--- config.mk ---
export PLATFORM = sky130hd
export DESIGN_NAME = vrc_ctrl
export DESIGN_NICKNAME = d
export VERILOG_FILES = /design/src/vrc_pkg.sv /design/src/vrc_ctrl.sv
export VERILOG_INCLUDE_DIRS = /design/src
export SDC_FILE = /design/constraint.sdc
export NUM_CORES = 1
export LEC_CHECK = 0
export BUFFER_PORTS_ARGS = -buffer_cell sky130_fd_sc_hd__buf_2
export CAP_MARGIN = 0
export CORE_MARGIN = 8
export CORE_UTILIZATION = 40
export DETAILED_ROUTE_END_ITERATION = 10
export HOLD_SLACK_MARGIN = 0.03
export PLACE_DENSITY_LB_ADDON = 0.05
export SYNTH_ARGS = -nofsm -noshare
export SYNTH_HDL_FRONTEND = slang
export SYNTH_SLANG_ARGS = --single-unit
export TNS_END_PERCENT = 100
--- constraint.sdc ---
create_clock -name clk_in -period 1.5 [get_ports clk_in]
set_input_delay 0.225 -clock clk_in [delete_from_list [all_inputs] [get_ports clk_in]]
set_output_delay 0.225 -clock clk_in [all_outputs]
set_load 0.005 [all_outputs]
--- src/vrc_defs.svh ---
// Register offsets, field positions and reset values for the voltage reference control.
`ifndef VRC_DEFS_SVH
`define VRC_DEFS_SVH
`define VRC_CTRL_ADDR       12'h000
`define VRC_STATUS_ADDR     12'h004
`define VRC_CTRL_RESET      8'h00
`define VRC_BIT_POWER       7
`define VRC_BIT_PIN_OE      6
`define VRC_BIT_RANGE       5
`define VRC_BIT_SOURCE      4
`define VRC_LEVEL_MSB       3
`define VRC_LEVEL_LSB       0
`define VRC_PIN_DIR_BIT     5
`define VRC_SYNC_STAGES     3
`endif

--- src/vrc_pkg.sv ---
// Types shared by the voltage reference control block.
package vrc_pkg;
  typedef logic [7:0] vrc_reg_t;
  typedef logic [3:0] vrc_level_t;
  typedef enum logic [1:0] {
    VRC_IDLE   = 2'b01,
    VRC_ACCESS = 2'b10
  } vrc_state_e;
endpackage
--- src/vrc_ctrl.sv ---
// Voltage reference control register with APB slave and output gating.
//
// The implementer's own choices: the APB register port and the register offsets.
`timescale 1ns/10ps
`include "vrc_defs.svh"

// Functional notes
// - Reset clears reference power enable bit 7.
// - Reset clears pin output enable bit 6.
// - Reset clears range select bit 5.
// - Reset clears level value bits 3:0.
// - Register keeps contents across Sleep wake-up.
// - Pin output needs enable and direction bit.
// - Comparator settings never touch the reference.
// - Level value selects one of 16 taps.
// - Range bit picks level/24 or 1/4+level/32.
// - Source bit chooses supply rails or pins.
module vrc_ctrl #(
  parameter int ADDR_WIDTH = 12
) (
  // Clock and reset
  input  wire logic                   clk_in,
  input  wire logic                   reset_n_in,
  // APB slave
  input  wire logic                   psel_in,
  input  wire logic                   penable_in,
  input  wire logic                   pwrite_in,
  input  wire logic [ADDR_WIDTH-1:0]  paddr_in,
  input  wire logic [31:0]            pwdata_in,
  input  wire logic [3:0]             pstrb_in,
  output logic      [31:0]            prdata_out,
  output logic                        pready_out,
  output logic                        pslverr_out,
  // Pin direction from the port logic, asynchronous to this block
  input  wire logic                   port_f_direction_in,
  // Analog ladder controls
  output logic                        ref_power_enable_out,
  output logic                        ref_pin_output_enable_out,
  output logic                        ref_range_select_out,
  output logic                        ref_source_select_out,
  output vrc_pkg::vrc_level_t         ref_level_value_out,
  output logic                        analog_out_pin_connect_out
);
  import vrc_pkg::*;

  // The decode compares against 12-bit offsets, so narrower buses cannot be served.
  if (ADDR_WIDTH < 12 || ADDR_WIDTH > 32) begin : g_bad_addr_width
    $error("ADDR_WIDTH must be between 12 and 32");
  end

  // ---------------------------------------------------------------
  // Address decode
  // ---------------------------------------------------------------
  function automatic logic is_ctrl(input logic [ADDR_WIDTH-1:0] a);
    is_ctrl = (a == ADDR_WIDTH'(`VRC_CTRL_ADDR));
  endfunction

  function automatic logic is_status(input logic [ADDR_WIDTH-1:0] a);
    is_status = (a == ADDR_WIDTH'(`VRC_STATUS_ADDR));
  endfunction

  // ---------------------------------------------------------------
  // Pin direction synchroniser
  // ---------------------------------------------------------------
  // The direction bit lives in another block's timing, so it is filtered
  // before it may connect the ladder to the pin.
  logic [`VRC_SYNC_STAGES-1:0] dir_sync;
  logic                        dir_stable;
  logic [`VRC_SYNC_STAGES-1:0] next_dir_sync;
  logic                        next_dir_stable;

  always_comb begin
    next_dir_sync   = {dir_sync[`VRC_SYNC_STAGES-2:0], port_f_direction_in};
    next_dir_stable = dir_stable;
    if (dir_sync[1] == dir_sync[2]) begin
      next_dir_stable = dir_sync[2];
    end
  end

  always_ff @(posedge clk_in or negedge reset_n_in) begin
    if (!reset_n_in) begin
      dir_sync   <= '0;
      dir_stable <= 1'b0;
    end else begin
      dir_sync   <= next_dir_sync;
      dir_stable <= next_dir_stable;
    end
  end

  // ---------------------------------------------------------------
  // APB slave and control register
  // ---------------------------------------------------------------
  // No wait state: setup is seen in IDLE, pready is raised the next cycle.
  vrc_state_e state;
  vrc_reg_t   ctrl;
  vrc_state_e next_state;
  vrc_reg_t   next_ctrl;
  logic [31:0] next_prdata;
  logic        next_pready;
  logic        next_pslverr;
  logic        access_done;

  assign access_done = (state == VRC_ACCESS) && psel_in && penable_in;

  always_comb begin
    next_state   = state;
    next_ctrl    = ctrl;
    next_prdata  = 32'h0000_0000;
    next_pready  = 1'b0;
    next_pslverr = 1'b0;
    case (state)
      VRC_IDLE: begin
        if (psel_in && !penable_in) begin
          next_state  = VRC_ACCESS;
          next_pready = 1'b1;
          if (!pwrite_in) begin
            if (is_ctrl(paddr_in)) begin
              next_prdata = {24'h00_0000, ctrl};
            end else if (is_status(paddr_in)) begin
              next_prdata = {30'h0000_0000, analog_out_pin_connect_out, dir_stable};
            end else begin
              next_pslverr = 1'b1;
            end
          end else if (!is_ctrl(paddr_in) && !is_status(paddr_in)) begin
            next_pslverr = 1'b1;
          end
        end
      end
      VRC_ACCESS: begin
        next_state = VRC_IDLE;
        if (access_done && pwrite_in && is_ctrl(paddr_in) && pstrb_in[0]) begin
          next_ctrl = pwdata_in[7:0];
        end
      end
      default: begin
        next_state = VRC_IDLE;
      end
    endcase
  end

  always_ff @(posedge clk_in or negedge reset_n_in) begin
    if (!reset_n_in) begin
      state       <= VRC_IDLE;
      ctrl        <= `VRC_CTRL_RESET;
      prdata_out  <= 32'h0000_0000;
      pready_out  <= 1'b0;
      pslverr_out <= 1'b0;
    end else begin
      state       <= next_state;
      ctrl        <= next_ctrl;
      prdata_out  <= next_prdata;
      pready_out  <= next_pready;
      pslverr_out <= next_pslverr;
    end
  end

  // ---------------------------------------------------------------
  // Ladder control outputs
  // ---------------------------------------------------------------
  // Outputs are registered copies of the register fields (pin connect also gated by
  // dir_stable), so each lags the register by one cycle.
  always_ff @(posedge clk_in or negedge reset_n_in) begin
    if (!reset_n_in) begin
      ref_power_enable_out       <= 1'b0;
      ref_pin_output_enable_out  <= 1'b0;
      ref_range_select_out       <= 1'b0;
      ref_source_select_out      <= 1'b0;
      ref_level_value_out        <= 4'h0;
      analog_out_pin_connect_out <= 1'b0;
    end else begin
      ref_power_enable_out       <= ctrl[`VRC_BIT_POWER];
      ref_pin_output_enable_out  <= ctrl[`VRC_BIT_PIN_OE];
      ref_range_select_out       <= ctrl[`VRC_BIT_RANGE];
      ref_source_select_out      <= ctrl[`VRC_BIT_SOURCE];
      ref_level_value_out        <= ctrl[`VRC_LEVEL_MSB:`VRC_LEVEL_LSB];
      analog_out_pin_connect_out <= ctrl[`VRC_BIT_PIN_OE] & dir_stable;
    end
  end

  // ---------------------------------------------------------------
  // Assertions
  // ---------------------------------------------------------------
  a_pin_gate_both: assert property (@(posedge clk_in) disable iff (!reset_n_in)
    analog_out_pin_connect_out == ($past(ctrl[`VRC_BIT_PIN_OE]) && $past(dir_stable)))
    else $error("Pin connect does not follow enable and direction");

  a_write_stores: assert property (@(posedge clk_in) disable iff (!reset_n_in)
    access_done && pwrite_in && is_ctrl(paddr_in) && pstrb_in[0]
    |=> ctrl == $past(pwdata_in[7:0]))
    else $error("Control write not stored");

  a_ctrl_held: assert property (@(posedge clk_in) disable iff (!reset_n_in)
    !(access_done && pwrite_in) |=> $stable(ctrl))
    else $error("Control register changed without a write");

  a_power_follows: assert property (@(posedge clk_in) disable iff (!reset_n_in)
    ref_power_enable_out == $past(ctrl[`VRC_BIT_POWER]))
    else $error("Power enable output mismatch");

  a_pin_oe_follows: assert property (@(posedge clk_in) disable iff (!reset_n_in)
    ref_pin_output_enable_out == $past(ctrl[`VRC_BIT_PIN_OE]))
    else $error("Pin output enable mismatch");

  a_range_follows: assert property (@(posedge clk_in) disable iff (!reset_n_in)
    ref_range_select_out == $past(ctrl[`VRC_BIT_RANGE]))
    else $error("Range select mismatch");

  a_level_follows: assert property (@(posedge clk_in) disable iff (!reset_n_in)
    ref_level_value_out == $past(ctrl[3:0]))
    else $error("Level value mismatch");

  a_source_follows: assert property (@(posedge clk_in) disable iff (!reset_n_in)
    ref_source_select_out == $past(ctrl[`VRC_BIT_SOURCE]))
    else $error("Source select mismatch");

  a_read_returns: assert property (@(posedge clk_in) disable iff (!reset_n_in)
    state == VRC_IDLE && psel_in && !penable_in && !pwrite_in && is_ctrl(paddr_in)
    |=> pready_out && prdata_out == {24'h00_0000, $past(ctrl)})
    else $error("Control read returned wrong data");

  a_ready_one_wait: assert property (@(posedge clk_in) disable iff (!reset_n_in)
    state == VRC_IDLE && psel_in && !penable_in |=> pready_out ##1 !pready_out)
    else $error("Ready not a single cycle after setup");

  c_write_ctrl: cover property (@(posedge clk_in) disable iff (!reset_n_in)
    access_done && pwrite_in && is_ctrl(paddr_in));
  c_pin_connect: cover property (@(posedge clk_in) disable iff (!reset_n_in)
    $rose(analog_out_pin_connect_out));
  c_bad_addr: cover property (@(posedge clk_in) disable iff (!reset_n_in)
    pready_out && pslverr_out);
endmodule

* Word-level counts from Yosys, hierarchy flattened *
Cells that the tools add are included.
Widths: inputs -> output; s select.

cells by class
  equality and inequality tests = 5
  bitwise operators = 1
  reductions and logical operators = 12
  mux-type cells = 15

operators with widths
  operator             number
  $mux 8               4
  $eq 12x3->1 const B  1
  $logic_not 12->1     1
  $mux 1               8
  $logic_and 1x1->1    7
  $mux 2               3
  $logic_not 1->1      3
  $eq 2x1->1 const B   1
  $eq 2x2->1 const B   1
  $ne 2x2->1 const B   1
  $reduce_and 2->1     1
  $and 1x1->1          1
  $eq 1x1->1           1

word-level totals
  logic and storage cells = 46
  bits in registers = 57

* Depth between registers and ports, before layout *
Gate-level depths: netlist of run 1.

  word-level depth = 7
  depth in mapped cells = 5
  mapped depth without buffers = 5

* Worst setup path after synthesis of run 1 *
No wires, ideal clock.

  path kind = register -> register
  start point = register state[0]
  end point = register prdata_out[0]
  required time = 1428 ps
  arrival time = 1233 ps
  cell stages (with the launch flop) = 6
  clock period less this slack = 1305 ps
  library setup time = 72 ps
  slack = 195 ps
  path buffers = 0
  path through = dfstp_2 > nand4bb_1 > inv_1 > nand2_1 > or3_1 > nor2_1

between the ends
  cells in the longest elaborated chain, start to end = 2

RTL lines
  what                      line             source
  start: declaration        vrc_ctrl.sv:94   vrc_state_e state;
  start signal: assignment  vrc_ctrl.sv:149  state <= next_state;
  $eq 2x1->1                vrc_ctrl.sv:111  case (state)
  $mux 8                    vrc_ctrl.sv:111
  via next_prdata[0]        vrc_ctrl.sv:98   logic [31:0] next_prdata;
  end signal: assignment    vrc_ctrl.sv:151  prdata_out <= next_prdata;
  end: declaration          vrc_ctrl.sv:31   output logic [31:0] prdata_out,

The timed path passes the listed nets, and every way through them passes these cells.
A chain may end at the register's enable or synchronous reset.

* Worst setup path in the final report of run 1 *
  start point = register state[0]
  end point = register ctrl[4]

between the ends
  cells in the longest elaborated chain, start to end = 7

RTL lines
  what                                   line                              source
  $eq 2x2->1 (*)                         vrc_ctrl.sv:103, vrc_ctrl.sv:111
  $logic_and 1x1->1 (2 in a row)         vrc_ctrl.sv:103                   assign access_done = (state == VRC_ACCESS) && psel_in && penable_in;
  $logic_and 1x1->1 (3 in a row)         vrc_ctrl.sv:131                   if (access_done && pwrite_in && is_ctrl(paddr_in) && pstrb_in[0]) begin
  $reduce_and 2->1 (no source line) (*)  -
  end signal: assignment                 vrc_ctrl.sv:144                   ctrl <= `VRC_CTRL_RESET;
  end signal: assignment                 vrc_ctrl.sv:150                   ctrl <= next_ctrl;
  end: declaration                       vrc_ctrl.sv:95                    vrc_reg_t ctrl;

Every way passes the cells marked *; elsewhere a longest branch is shown, timed or not.

==> metrics, run 1 <==
run status=completed; min Tclk post-route=1.43 ns; number of hold-slack violations in the final timing report=0; unrepaired setup endpoints after global routing=false; Final Skew=0.00495 ns; number of buffers on the longest clock path=2; met2 layer usage reported by global route=0.137; Final Worst Setup Slack=0.0736 ns; overall routing resource usage=0.0958; remaining design rule violation count=0; final RePlAce weighted congestion=0.683; slowest stage delay, CP=0.37 ns; post-synthesis register bit count=33; Iter 0 DRT Violations=15; required time at the worst-slack endpoint=1.71 ns; first-pass GRT wire length=3770 um; number of antenna repair diodes=0; count of cell types in the netlist=21; vias in the first global route=810; Die H=73.6 um; initial antenna violation count=0; Hold Buf Count CTS=2; Post-layout nets=204; number of gates resized after CTS=0; effective utilization at floorplan=0.407; number of warnings printed during yosys synthesis=0; largest area contributor in the synthesized netlist=sky130_fd_sc_hd__dfrtp_1; leading cell types by total area after synthesis=sky130_fd_sc_hd__dfrtp_1 60%, sky130_fd_sc_hd__buf_4 14%, sky130_fd_sc_hd__mux2_2 6.8%, sky130_fd_sc_hd__and2_1 3.3%, sky130_fd_sc_hd__nor4_4 3.2%; global-route met3 utilization=0.0600; later-pin clock latency in the skew report=0.32 ns; Power per Cell Area=886 nW/um2; type of origin of the critical path=flop; family with the most delay on the worst path=simple AND/OR/NAND/NOR gates; aggregate negative setup slack=0 ns; First-pass DRT Iterations=3; clk root buf=sky130_fd_sc_hd__clkbuf_4; total setup violations reported at the end of the flow=0; Vias per Instance=4.02; critical-path cell list=nand4b_1 > nor2_1 > nand4_4 > mux2_2; class of the most critical setup path=flop to flop; period utilization=0.951; peak supply drop=0.476 mV; number of placement rows=21; number of nets with antenna violations after detailed routing=0; count of placed standard cells including taps=187; IO Port Bufs=45; share of final-layout standard cells stronger than drive strength 1=0.463; width of the chip=73.6 um; met1 Resource Use GR=0.104; Crit Path Max Fanout=8; f_max=701 MHz; total wire length after detailed routing=2500 um; crit end category=flop; Max Cap Violations=0; max-slew violation count=0; number of levels in the clock H-tree=2; number of vias after detailed routing=784; Clock transition at path regs=0.09 ns; number of top-level pins=97; standard cell with the maximum stage delay on the critical path=sky130_fd_sc_hd__dfstp_2; sum of buffers and inverters on the critical path=0; TritonCTS clock tree=done; placed wire-length estimate after detailed placement=2010 um; peak-usage layer in the global routing report=met2; Synth top area share=0.604; average size of a mapped cell=14.2 um2; largest net degree at the start of global routing=19; core region area=3260 um2; synthesized instance count=93; clock tree sinks=33; non-filler cells, final=195; Static Leak=0.919 nW; Post-CTS Setup Inserts=0; area of the die=5410 um2; post-synth design cell area=1330 um2; TritonCTS Buffers=5; GRT Residual Overflow=0; worst slack at placement=-0.00825 ns; sequential fraction of the synthesis area=0.624; arrival time at the worst endpoint=1.63 ns; area growth from synthesis to final layout=22.2%; routed len/inst=12.8 um; type of the most critical hold path=input pin to flop
==> sequential cells by signal, indices dropped and copies added, names as in the netlist <==
signal	flops
ref_pin_output_enable_out	1
ref_level_value_out	4
analog_out_pin_connect_out	1
pready_out	1
ref_range_select_out	1
ctrl	8
pslverr_out	1
prdata_out	8
ref_source_select_out	1
dir_sync	3
dir_stable	1
state	2
ref_power_enable_out	1
==> kinds of logic (layout without fill, tap and decap cells) <==
| logic type | after synthesis | in the layout | synth area share |
|---|---|---|---|
| other | 1 | 24 | 0.00283 |
| and+or+nand+nor | 21 | 21 | 0.136 |
| buffers and inverters | 26 | 59 | 0.142 |
| AOI/OAI and AO/OA | 1 | 1 | 0.00472 |
| muxes | 10 | 10 | 0.0831 |
| DFF | 33 | 33 | 0.624 |
| adders and majority gates | 1 | 1 | 0.00755 |
==> through the flow <==
step	hold WS [ns]	utilization	total power [W]	instance area, um2
CTS	0.109	0.497	0.00147	1620
global route	0.0988	0.497	0.00153	1620
floorplan	-0.0706	-	0.00100	1410
detailed placement	0.185	0.478	0.00103	1560
finish	0.132	0.497	0.00143	1620
global placement	0.174	0.478	0.00103	1560
==> synth_stat cells, drive strengths merged <==
library cell and n:
nand4b 1, buf 24, mux2 8, conb 1
nor2 3, nor3 1, and2 7, nand4bb 1
nand4 1, mux2i 2, or3 1, a31oi 1
dfstp 1, dfrtp 32, nor4 3, nand3b 1
nand2 2, inv 2, maj3 1
==> layout by cell type, fill, tap and decap left out, types with 2 or more instances in the layout <==
cell / count
sky130_fd_sc_hd__and2_1: 7
sky130_fd_sc_hd__mux2i_1: 2
sky130_fd_sc_hd__nor4_4: 2
sky130_fd_sc_hd__mux2_2: 8
sky130_fd_sc_hd__inv_1: 2
sky130_fd_sc_hd__dlygate4sd3_1: 2
sky130_fd_sc_hd__buf_4: 3
sky130_fd_sc_hd__nor2_1: 3
sky130_fd_sc_hd__buf_2: 45
sky130_fd_sc_hd__conb_1: 24
sky130_fd_sc_hd__dfrtp_1: 32
sky130_fd_sc_hd__clkbuf_4: 5
==> metal layers <==
| metal | routed length (um) | vias to the layer above | share of wire |
|---|---|---|---|
| met5 | 0 | - | 0 |
| met4 | 24 | 0 | 0.0096 |
| met3 | 301 | 4 | 0.12 |
| met2 | 1240 | 40 | 0.49 |
| met1 | 940 | 365 | 0.38 |
| li1 | - | 375 | - |
==> worst paths after layout <==
path,slack (ns),cells after the start,startpoint,end
worst max-delay path,0.07,4,state[0]$_DFFE_PN1P_,ctrl[4]$_DFFE_PN0P_
worst min-delay path,0.13,2,pwdata_in[6],ctrl[6]$_DFFE_PN0P_
worst max register to register,0.07,4,state[0]$_DFFE_PN1P_,ctrl[4]$_DFFE_PN0P_
worst min register to register,0.37,0,dir_sync[0]$_DFF_PN0_,dir_sync[1]$_DFF_PN0_
max in group asynchronous,0.62,3,reset_n_in,state[0]$_DFFE_PN1P_
min in group asynchronous,0.37,2,reset_n_in,ref_source_select_out$_DFF_PN0_
==> layout make-up <==
type                    count  area, um2
clock buffers               5       37.5
clock inverters             1       5.00
flip-flops and latches     33        827
inverters                   2       7.51
repair buffers             51        288
fillers                   332       1640
well taps                  46       57.6
multi-input cells          57        397
==> report_power, final <==
group | internal (W) | total, W | leakage (nW) | switching [W]
sequential | 0.000903 | 0.000909 | 0.446 | 0.00000614
clock | 0.000162 | 0.000414 | 0.0269 | 0.000252
combinational | 0.0000482 | 0.000110 | 0.446 | 0.0000622
Note: power is estimated with default switching activity, not from simulation.
==> run 2: changes to the inputs <==
--- a/config.mk
+++ b/config.mk
@@ -11,7 +11,7 @@
 export CORE_MARGIN = 8
 export CORE_UTILIZATION = 40
 export DETAILED_ROUTE_END_ITERATION = 10
-export HOLD_SLACK_MARGIN = 0.03
+export HOLD_SLACK_MARGIN = 0.15
 export PLACE_DENSITY_LB_ADDON = 0.05
 export SYNTH_ARGS = -nofsm -noshare
 export SYNTH_HDL_FRONTEND = slang
==> run 2 against run 1 <==
Power up 1.3%. Cell count rose by 4.1%. Maximum frequency barely moved. Clock power is essentially flat. Non-clock buffer count is 8 higher. Sequential power about the same. Setup slack about the same. Via count rose by 4.2%. Largest power group unchanged. Combinational power rose by 15%. Cell area rose by 4.9%. Utilization rose by 2.5 points. Worst hold slack better by 0.083 ns.
==> metrics, run 2 (synthesis results as in run 1) <==
run status=completed; largest net degree at the start of global routing=19 (unchanged); Worst Min Path Start=psel_in; area growth from synthesis to final layout=28.2%; Crit Path Max Fanout=8 (unchanged); total setup violations reported at the end of the flow=0 (unchanged); clock tree sinks=33 (unchanged); vias in the first global route=855 (+5.6%); Power per Cell Area=855 nW/um2 (-3.5%); number of top-level pins=97 (unchanged); later-pin clock latency in the skew report=0.32 ns (about the same); placed wire-length estimate after detailed placement=2010 um (unchanged); slack of the worst reg-to-reg path=0.07 ns (about the same); type of the most critical hold path=input pin to flop; number of nets with antenna violations after detailed routing=0 (unchanged); area of the die=5410 um2 (unchanged); TritonCTS clock tree=done; Static Leak=0.954 nW (+3.8%); Iter 0 DRT Violations=21 (+6); count of filler cells inserted in the layout=326 (-1.8%); startpoint of the worst-slack reg-to-reg timing path=state[0]$_DFFE_PN1P_; total wire length after detailed routing=2550 um (+1.9%); aggregate negative setup slack=0 ns (unchanged); Post-CTS Setup Inserts=0 (unchanged); required time at the worst-slack endpoint=1.71 ns (about the same); f_max=701 MHz (about the same); period utilization=0.951 (about the same); routed len/inst=12.6 um (-2.1%); number of levels in the clock H-tree=2 (unchanged); GRT Residual Overflow=0 (unchanged); overall routing resource usage=0.0978 (+0.00197); First-pass DRT Iterations=3 (unchanged); number of vias after detailed routing=817 (+4.2%); number of buffers on the longest clock path=2 (unchanged); Final Skew=0.00627 ns (+0.00131 ns); Max Cap Violations=0 (unchanged); effective utilization at floorplan=0.407 (unchanged); FF-to-FF path depth=4 (unchanged); clk root buf=sky130_fd_sc_hd__clkbuf_4; highest-count cells in the layout ignoring fill and taps=45 x sky130_fd_sc_hd__buf_2, 32 x sky130_fd_sc_hd__dfrtp_1, 24 x sky130_fd_sc_hd__conb_1, 10 x sky130_fd_sc_hd__dlygate4sd3_1, 8 x sky130_fd_sc_hd__mux2_2; worst r2r dst=ctrl[5]$_DFFE_PN0P_; IO Port Bufs=45 (unchanged); area occupied by multi-input gates=397 um2 (unchanged); final standard cell area without fillers=1700 um2 (+4.9%); first-pass GRT wire length=3870 um (+2.7%); number of placement rows=21 (unchanged); final RePlAce weighted congestion=0.683 (unchanged); class of the most critical setup path=flop to flop; initial antenna violation count=0 (unchanged); post-route total power=0.00145 W (+1.3%); TritonCTS Buffers=5 (unchanged); type of origin of the critical path=flop; area taken by flip-flops and latches=827 um2 (unchanged); share of final-layout standard cells stronger than drive strength 1=0.439 (-0.0236); number of antenna repair diodes=0 (unchanged); peak supply drop=0.479 mV (+0.72%); most common cell after layout, fill and taps aside=sky130_fd_sc_hd__buf_2; placed standard-cell area=1560 um2 (unchanged); width of the chip=73.6 um (unchanged); unrepaired setup endpoints after global routing=false; core region area=3260 um2 (unchanged); largest registers=ctrl x8, prdata_out x8, ref_level_value_out x4; max-slew violation count=0 (unchanged); Post-layout nets=212 (+3.9%); arrival time at the worst endpoint=1.64 ns (about the same); Die H=73.6 um (unchanged); min Tclk post-route=1.43 ns (+0.000232 ns); Clock transition at path regs=0.09 ns (about the same); remaining design rule violation count=0 (unchanged); number of hold-slack violations in the final timing report=0 (unchanged); Hold Crit Endpoint=pready_out$_DFF_PN0_; worst hold stages=3 (+1); crit end category=flop; Vias per Instance=4.02 (+0.10%)
## run 2: cell types whose count changed in the layout (fill, tap and decap cells not counted), sizes merged
cell,delta
dlygate4sd3,+8
## run 2: timing repair
item	CTS	global route
setup endpoints to repair	0	1
hold buffers	10	0
gates resized for setup	0	0
hold endpoints to repair	41	0
## run 2: layout make-up
type | instances | share of cell area
clock buffers | 5 | 0.0221
flip-flops and latches | 33 | 0.487
multi-input cells | 57 | 0.233
inverters | 2 | 0.00442
well taps | 46 | 0.0339
clock inverters | 1 | 0.00295
repair buffers | 59 | 0.216
## run 2: worst max-delay path by stage
stage | from | end | slack [ns]
after floorplan | state[0]$_DFFE_PN1P_ | prdata_out[0]$_DFF_PN0_ | 0.20
after global routing | state[0]$_DFFE_PN1P_ | ctrl[3]$_DFFE_PN0P_ | 0.004
final | state[0]$_DFFE_PN1P_ | ctrl[5]$_DFFE_PN0P_ | 0.07
after detailed placement | paddr_in[1] | ctrl[4]$_DFFE_PN0P_ | -0.008
after global placement | paddr_in[5] | ctrl[4]$_DFFE_PN0P_ | 0.009
after CTS | state[0]$_DFFE_PN1P_ | ctrl[4]$_DFFE_PN0P_ | 0.05
## run 2: worst max-delay path, cell delays in order, from the launching register on
cell	delay, ns
sky130_fd_sc_hd__dfstp_2	0.37
sky130_fd_sc_hd__nand4b_1	0.17
sky130_fd_sc_hd__nor2_1	0.20
sky130_fd_sc_hd__nand4_4	0.24
sky130_fd_sc_hd__mux2_2	0.34
## run 2: power breakdown
| group | internal, W | switching [W] | total (W) |
|---|---|---|---|
| sequential | 0.000903 | 0.00000614 | 0.000909 |
| clock | 0.000162 | 0.000255 | 0.000417 |
| combinational | 0.0000617 | 0.0000643 | 0.000126 |
## run 2: metal layers
| metal | vias to the layer above | routed length (um) | global-route usage |
|---|---|---|---|
| met1 | 383 | 970 | 0.103 |
| li1 | 390 | - | - |
| met2 | 40 | 1250 | 0.145 |
| met4 | 0 | 24 | 0.0599 |
| met3 | 4 | 301 | 0.0600 |
| met5 | - | 0 | 0 |
## run 2: through the flow
stage / util / instances / hold slack (ns) / setup slack (ns)
after floorplan: - / 116 / -0.0706 / 0.195
after global placement: 0.478 / 187 / 0.174 / 0.00866
after detailed placement: 0.478 / 187 / 0.185 / -0.00825
after CTS: 0.522 / 203 / 0.191 / 0.0497
after global routing: 0.522 / 203 / 0.202 / 0.00387
final: 0.522 / 203 / 0.215 / 0.0734
==> run 3: changes to the inputs <==
--- a/config.mk
+++ b/config.mk
@@ -13,6 +13,7 @@
 export DETAILED_ROUTE_END_ITERATION = 10
 export HOLD_SLACK_MARGIN = 0.15
 export PLACE_DENSITY_LB_ADDON = 0.05
+export REMOVE_ABC_BUFFERS = 1
 export SYNTH_ARGS = -nofsm -noshare
 export SYNTH_HDL_FRONTEND = slang
 export SYNTH_SLANG_ARGS = --single-unit
==> run 3 against run 2 <==
Setup slack better by 0.022 ns. Maximum frequency up 1.6%. Die area stayed put. Flip-flop and latch count unchanged. Utilization hardly changed. Power is 3.0% higher. Wire length is 1.6% higher. Cell area is essentially flat. Worst hold slack worse by 0.010 ns.
==> metrics, run 3 (synthesis results as in run 1) <==
run status=completed; routed len/inst=12.6 um (+0.66%); f_max=712 MHz (+1.6%); Die H=73.6 um (unchanged); Crit Path Max Fanout=8 (unchanged); number of buffers on the longest clock path=2 (unchanged); final standard cell area without fillers=1700 um2 (about the same); peak supply drop=0.447 mV (-6.7%); later-pin clock latency in the skew report=0.33 ns (about the same); first-pass GRT wire length=4090 um (+5.7%); Psw=0.000356 W (+9.2%); standard cell with the maximum stage delay on the critical path=sky130_fd_sc_hd__dfstp_2; period utilization=0.936 (-0.0147); crit end category=flop; combinational power share=0.082 (-0.005); Vias per Instance=4.07 (+1.1%); Final Skew=0.00815 ns (+0.00188 ns); Power per Cell Area=881 nW/um2 (+3.0%); overall routing resource usage=0.101 (+0.00342); number of antenna repair diodes=0 (unchanged); total setup violations reported at the end of the flow=0 (unchanged); post-route total power=0.00150 W (+3.0%); type of origin of the critical path=flop; area of the die=5410 um2 (unchanged); number of hold-slack violations in the final timing report=0 (unchanged); Final Core Density=0.521 (about the same); number of placement rows=21 (unchanged); vias in the first global route=951 (+11%); number of vias after detailed routing=834 (+2.1%); core region area=3260 um2 (unchanged); sum of buffers and inverters on the critical path=0 (unchanged); clock tree sinks=33 (unchanged); switching share of power=0.238 (+0.0136); Post-CTS Setup Inserts=0 (unchanged); largest registers=ctrl x8, prdata_out x8, ref_level_value_out x4; total wire length after detailed routing=2590 um (+1.6%); type of the most critical hold path=input pin to flop; max-slew violation count=0 (unchanged); class of the most critical setup path=flop to flop; number of levels in the clock H-tree=2 (unchanged); GRT Residual Overflow=0 (unchanged); width of the chip=73.6 um (unchanged); largest net degree at the start of global routing=34 (+15); min Tclk post-route=1.40 ns (-0.0220 ns); Iter 0 DRT Violations=30 (+43%); highest-count cells in the layout ignoring fill and taps=45 x sky130_fd_sc_hd__buf_2, 32 x sky130_fd_sc_hd__dfrtp_1, 24 x sky130_fd_sc_hd__conb_1, 10 x sky130_fd_sc_hd__dlygate4sd3_1, 8 x sky130_fd_sc_hd__mux2_2; placed standard-cell area=1540 um2 (-0.80%); Clock transition at path regs=0.10 ns (about the same); area growth from synthesis to final layout=28.1% (about the same); Max Cap Violations=0 (unchanged); final RePlAce weighted congestion=0.776 (+14%); share of final-layout standard cells stronger than drive strength 1=0.447 (+0.00705); required time at the worst-slack endpoint=1.71 ns (about the same); slowest stage delay, CP=0.38 ns (about the same); TritonCTS Buffers=5 (unchanged); cell-internal power=0.00114 W (+1.2%); family with the most delay on the worst path=simple AND/OR/NAND/NOR gates; initial antenna violation count=0 (unchanged); First-pass DRT Iterations=2 (-1); TritonCTS clock tree=done; aggregate negative setup slack=0 ns (unchanged); Post-layout nets=212 (unchanged); hold slack=0.205 ns (-0.0101 ns); effective utilization at floorplan=0.407 (unchanged); number of nets with antenna violations after detailed routing=0 (unchanged); count of filler cells inserted in the layout=299 (-8.3%); critical-path cell list=nand4b_1 > nor2_2 > nand4_4 > mux2_2; number of top-level pins=97 (unchanged); Static Leak=0.955 nW (about the same); clock network fraction of design power=0.310 (+0.023); unrepaired setup endpoints after global routing=false; placed wire-length estimate after detailed placement=1940 um (-3.8%); arrival time at the worst endpoint=1.62 ns (-0.02 ns); IO Port Bufs=45 (unchanged); clk root buf=sky130_fd_sc_hd__clkbuf_4; sequential power share=0.608 (-0.018); most common cell after layout, fill and taps aside=sky130_fd_sc_hd__buf_2; remaining design rule violation count=0 (unchanged)
[run 3: cell types whose count changed in the layout (fill, tap and decap cells not counted), sizes merged]
cell    before  now
clkinv       1    2
clkbuf       5    6
[run 3: layout make-up]
| class | count | area (um2) | share of cell area |
|---|---|---|---|
| clock buffer | 6 | 41.3 | 0.0243 |
| clock inverter | 2 | 10.0 | 0.00590 |
| inverter | 2 | 7.51 | 0.00442 |
| multi-input combinational | 57 | 399 | 0.235 |
| sequential | 33 | 827 | 0.487 |
| tap | 46 | 57.6 | 0.0339 |
| timing repair buffer | 59 | 355 | 0.209 |
[run 3: timing repair]
item,in CTS,in global routing
gates resized for setup,0,1
hold buffers,10,0
endpoints found under the setup margin,0,3
hold endpoints to repair,41,0
[run 3: per-stage QoR]
| step | cells | setup WS [ns] |
|---|---|---|
| 2_1_floorplan | 92 | 0.195 |
| 3_3_place_gp | 187 | 0.0251 |
| 3_5_place_dp | 187 | 0.00329 |
| 4_1_cts | 205 | 0.0519 |
| 5_1_grt | 205 | 0.0223 |
| 6_report | 205 | 0.0954 |
[run 3: layer usage]
metal / vias up / GRT usage / part of all wire / wire (um)
li1: 391 / - / - / -
met1: 393 / 0.108 / 0.41 / 1070
met2: 46 / 0.160 / 0.48 / 1250
met3: 4 / 0.0505 / 0.093 / 241
met4: 0 / 0.0510 / 0.012 / 31
met5: - / 0 / 0 / 0
[run 3: final timing paths]
path | start | end | slack [ns] | cells after the start
min in group asynchronous | reset_n_in | pready_out$_DFF_PN0_ | 0.44 | 3
max reg2reg | state[0]$_DFFE_PN1P_ | ctrl[5]$_DFFE_PN0P_ | 0.1 | 4
min | paddr_in[4] | pslverr_out$_DFF_PN0_ | 0.20 | 3
max in group asynchronous | reset_n_in | state[0]$_DFFE_PN1P_ | 0.74 | 3
max | state[0]$_DFFE_PN1P_ | ctrl[5]$_DFFE_PN0P_ | 0.1 | 4
min reg2reg | dir_sync[0]$_DFF_PN0_ | dir_sync[1]$_DFF_PN0_ | 0.37 | 0
[run 3: worst reg2reg max path, cell delays in order (launching register included)]
cell and delay [ns]:
sky130_fd_sc_hd__dfstp_2 0.38, sky130_fd_sc_hd__nand4b_1 0.17, sky130_fd_sc_hd__nor2_2 0.17, sky130_fd_sc_hd__nand4_4 0.23, sky130_fd_sc_hd__mux2_2 0.35
[run 3: power groups by stage]
stage | Clock, W | Combinational [W] | Sequential, W
after floorplan | 0 | 0.0000304 | 0.000926
after global placement | 0 | 0.0000990 | 0.000926
after detailed placement | 0 | 0.000103 | 0.000927
after CTS | 0.000479 | 0.000123 | 0.000909
after global routing | 0.000532 | 0.000140 | 0.000911
final | 0.000463 | 0.000123 | 0.000909
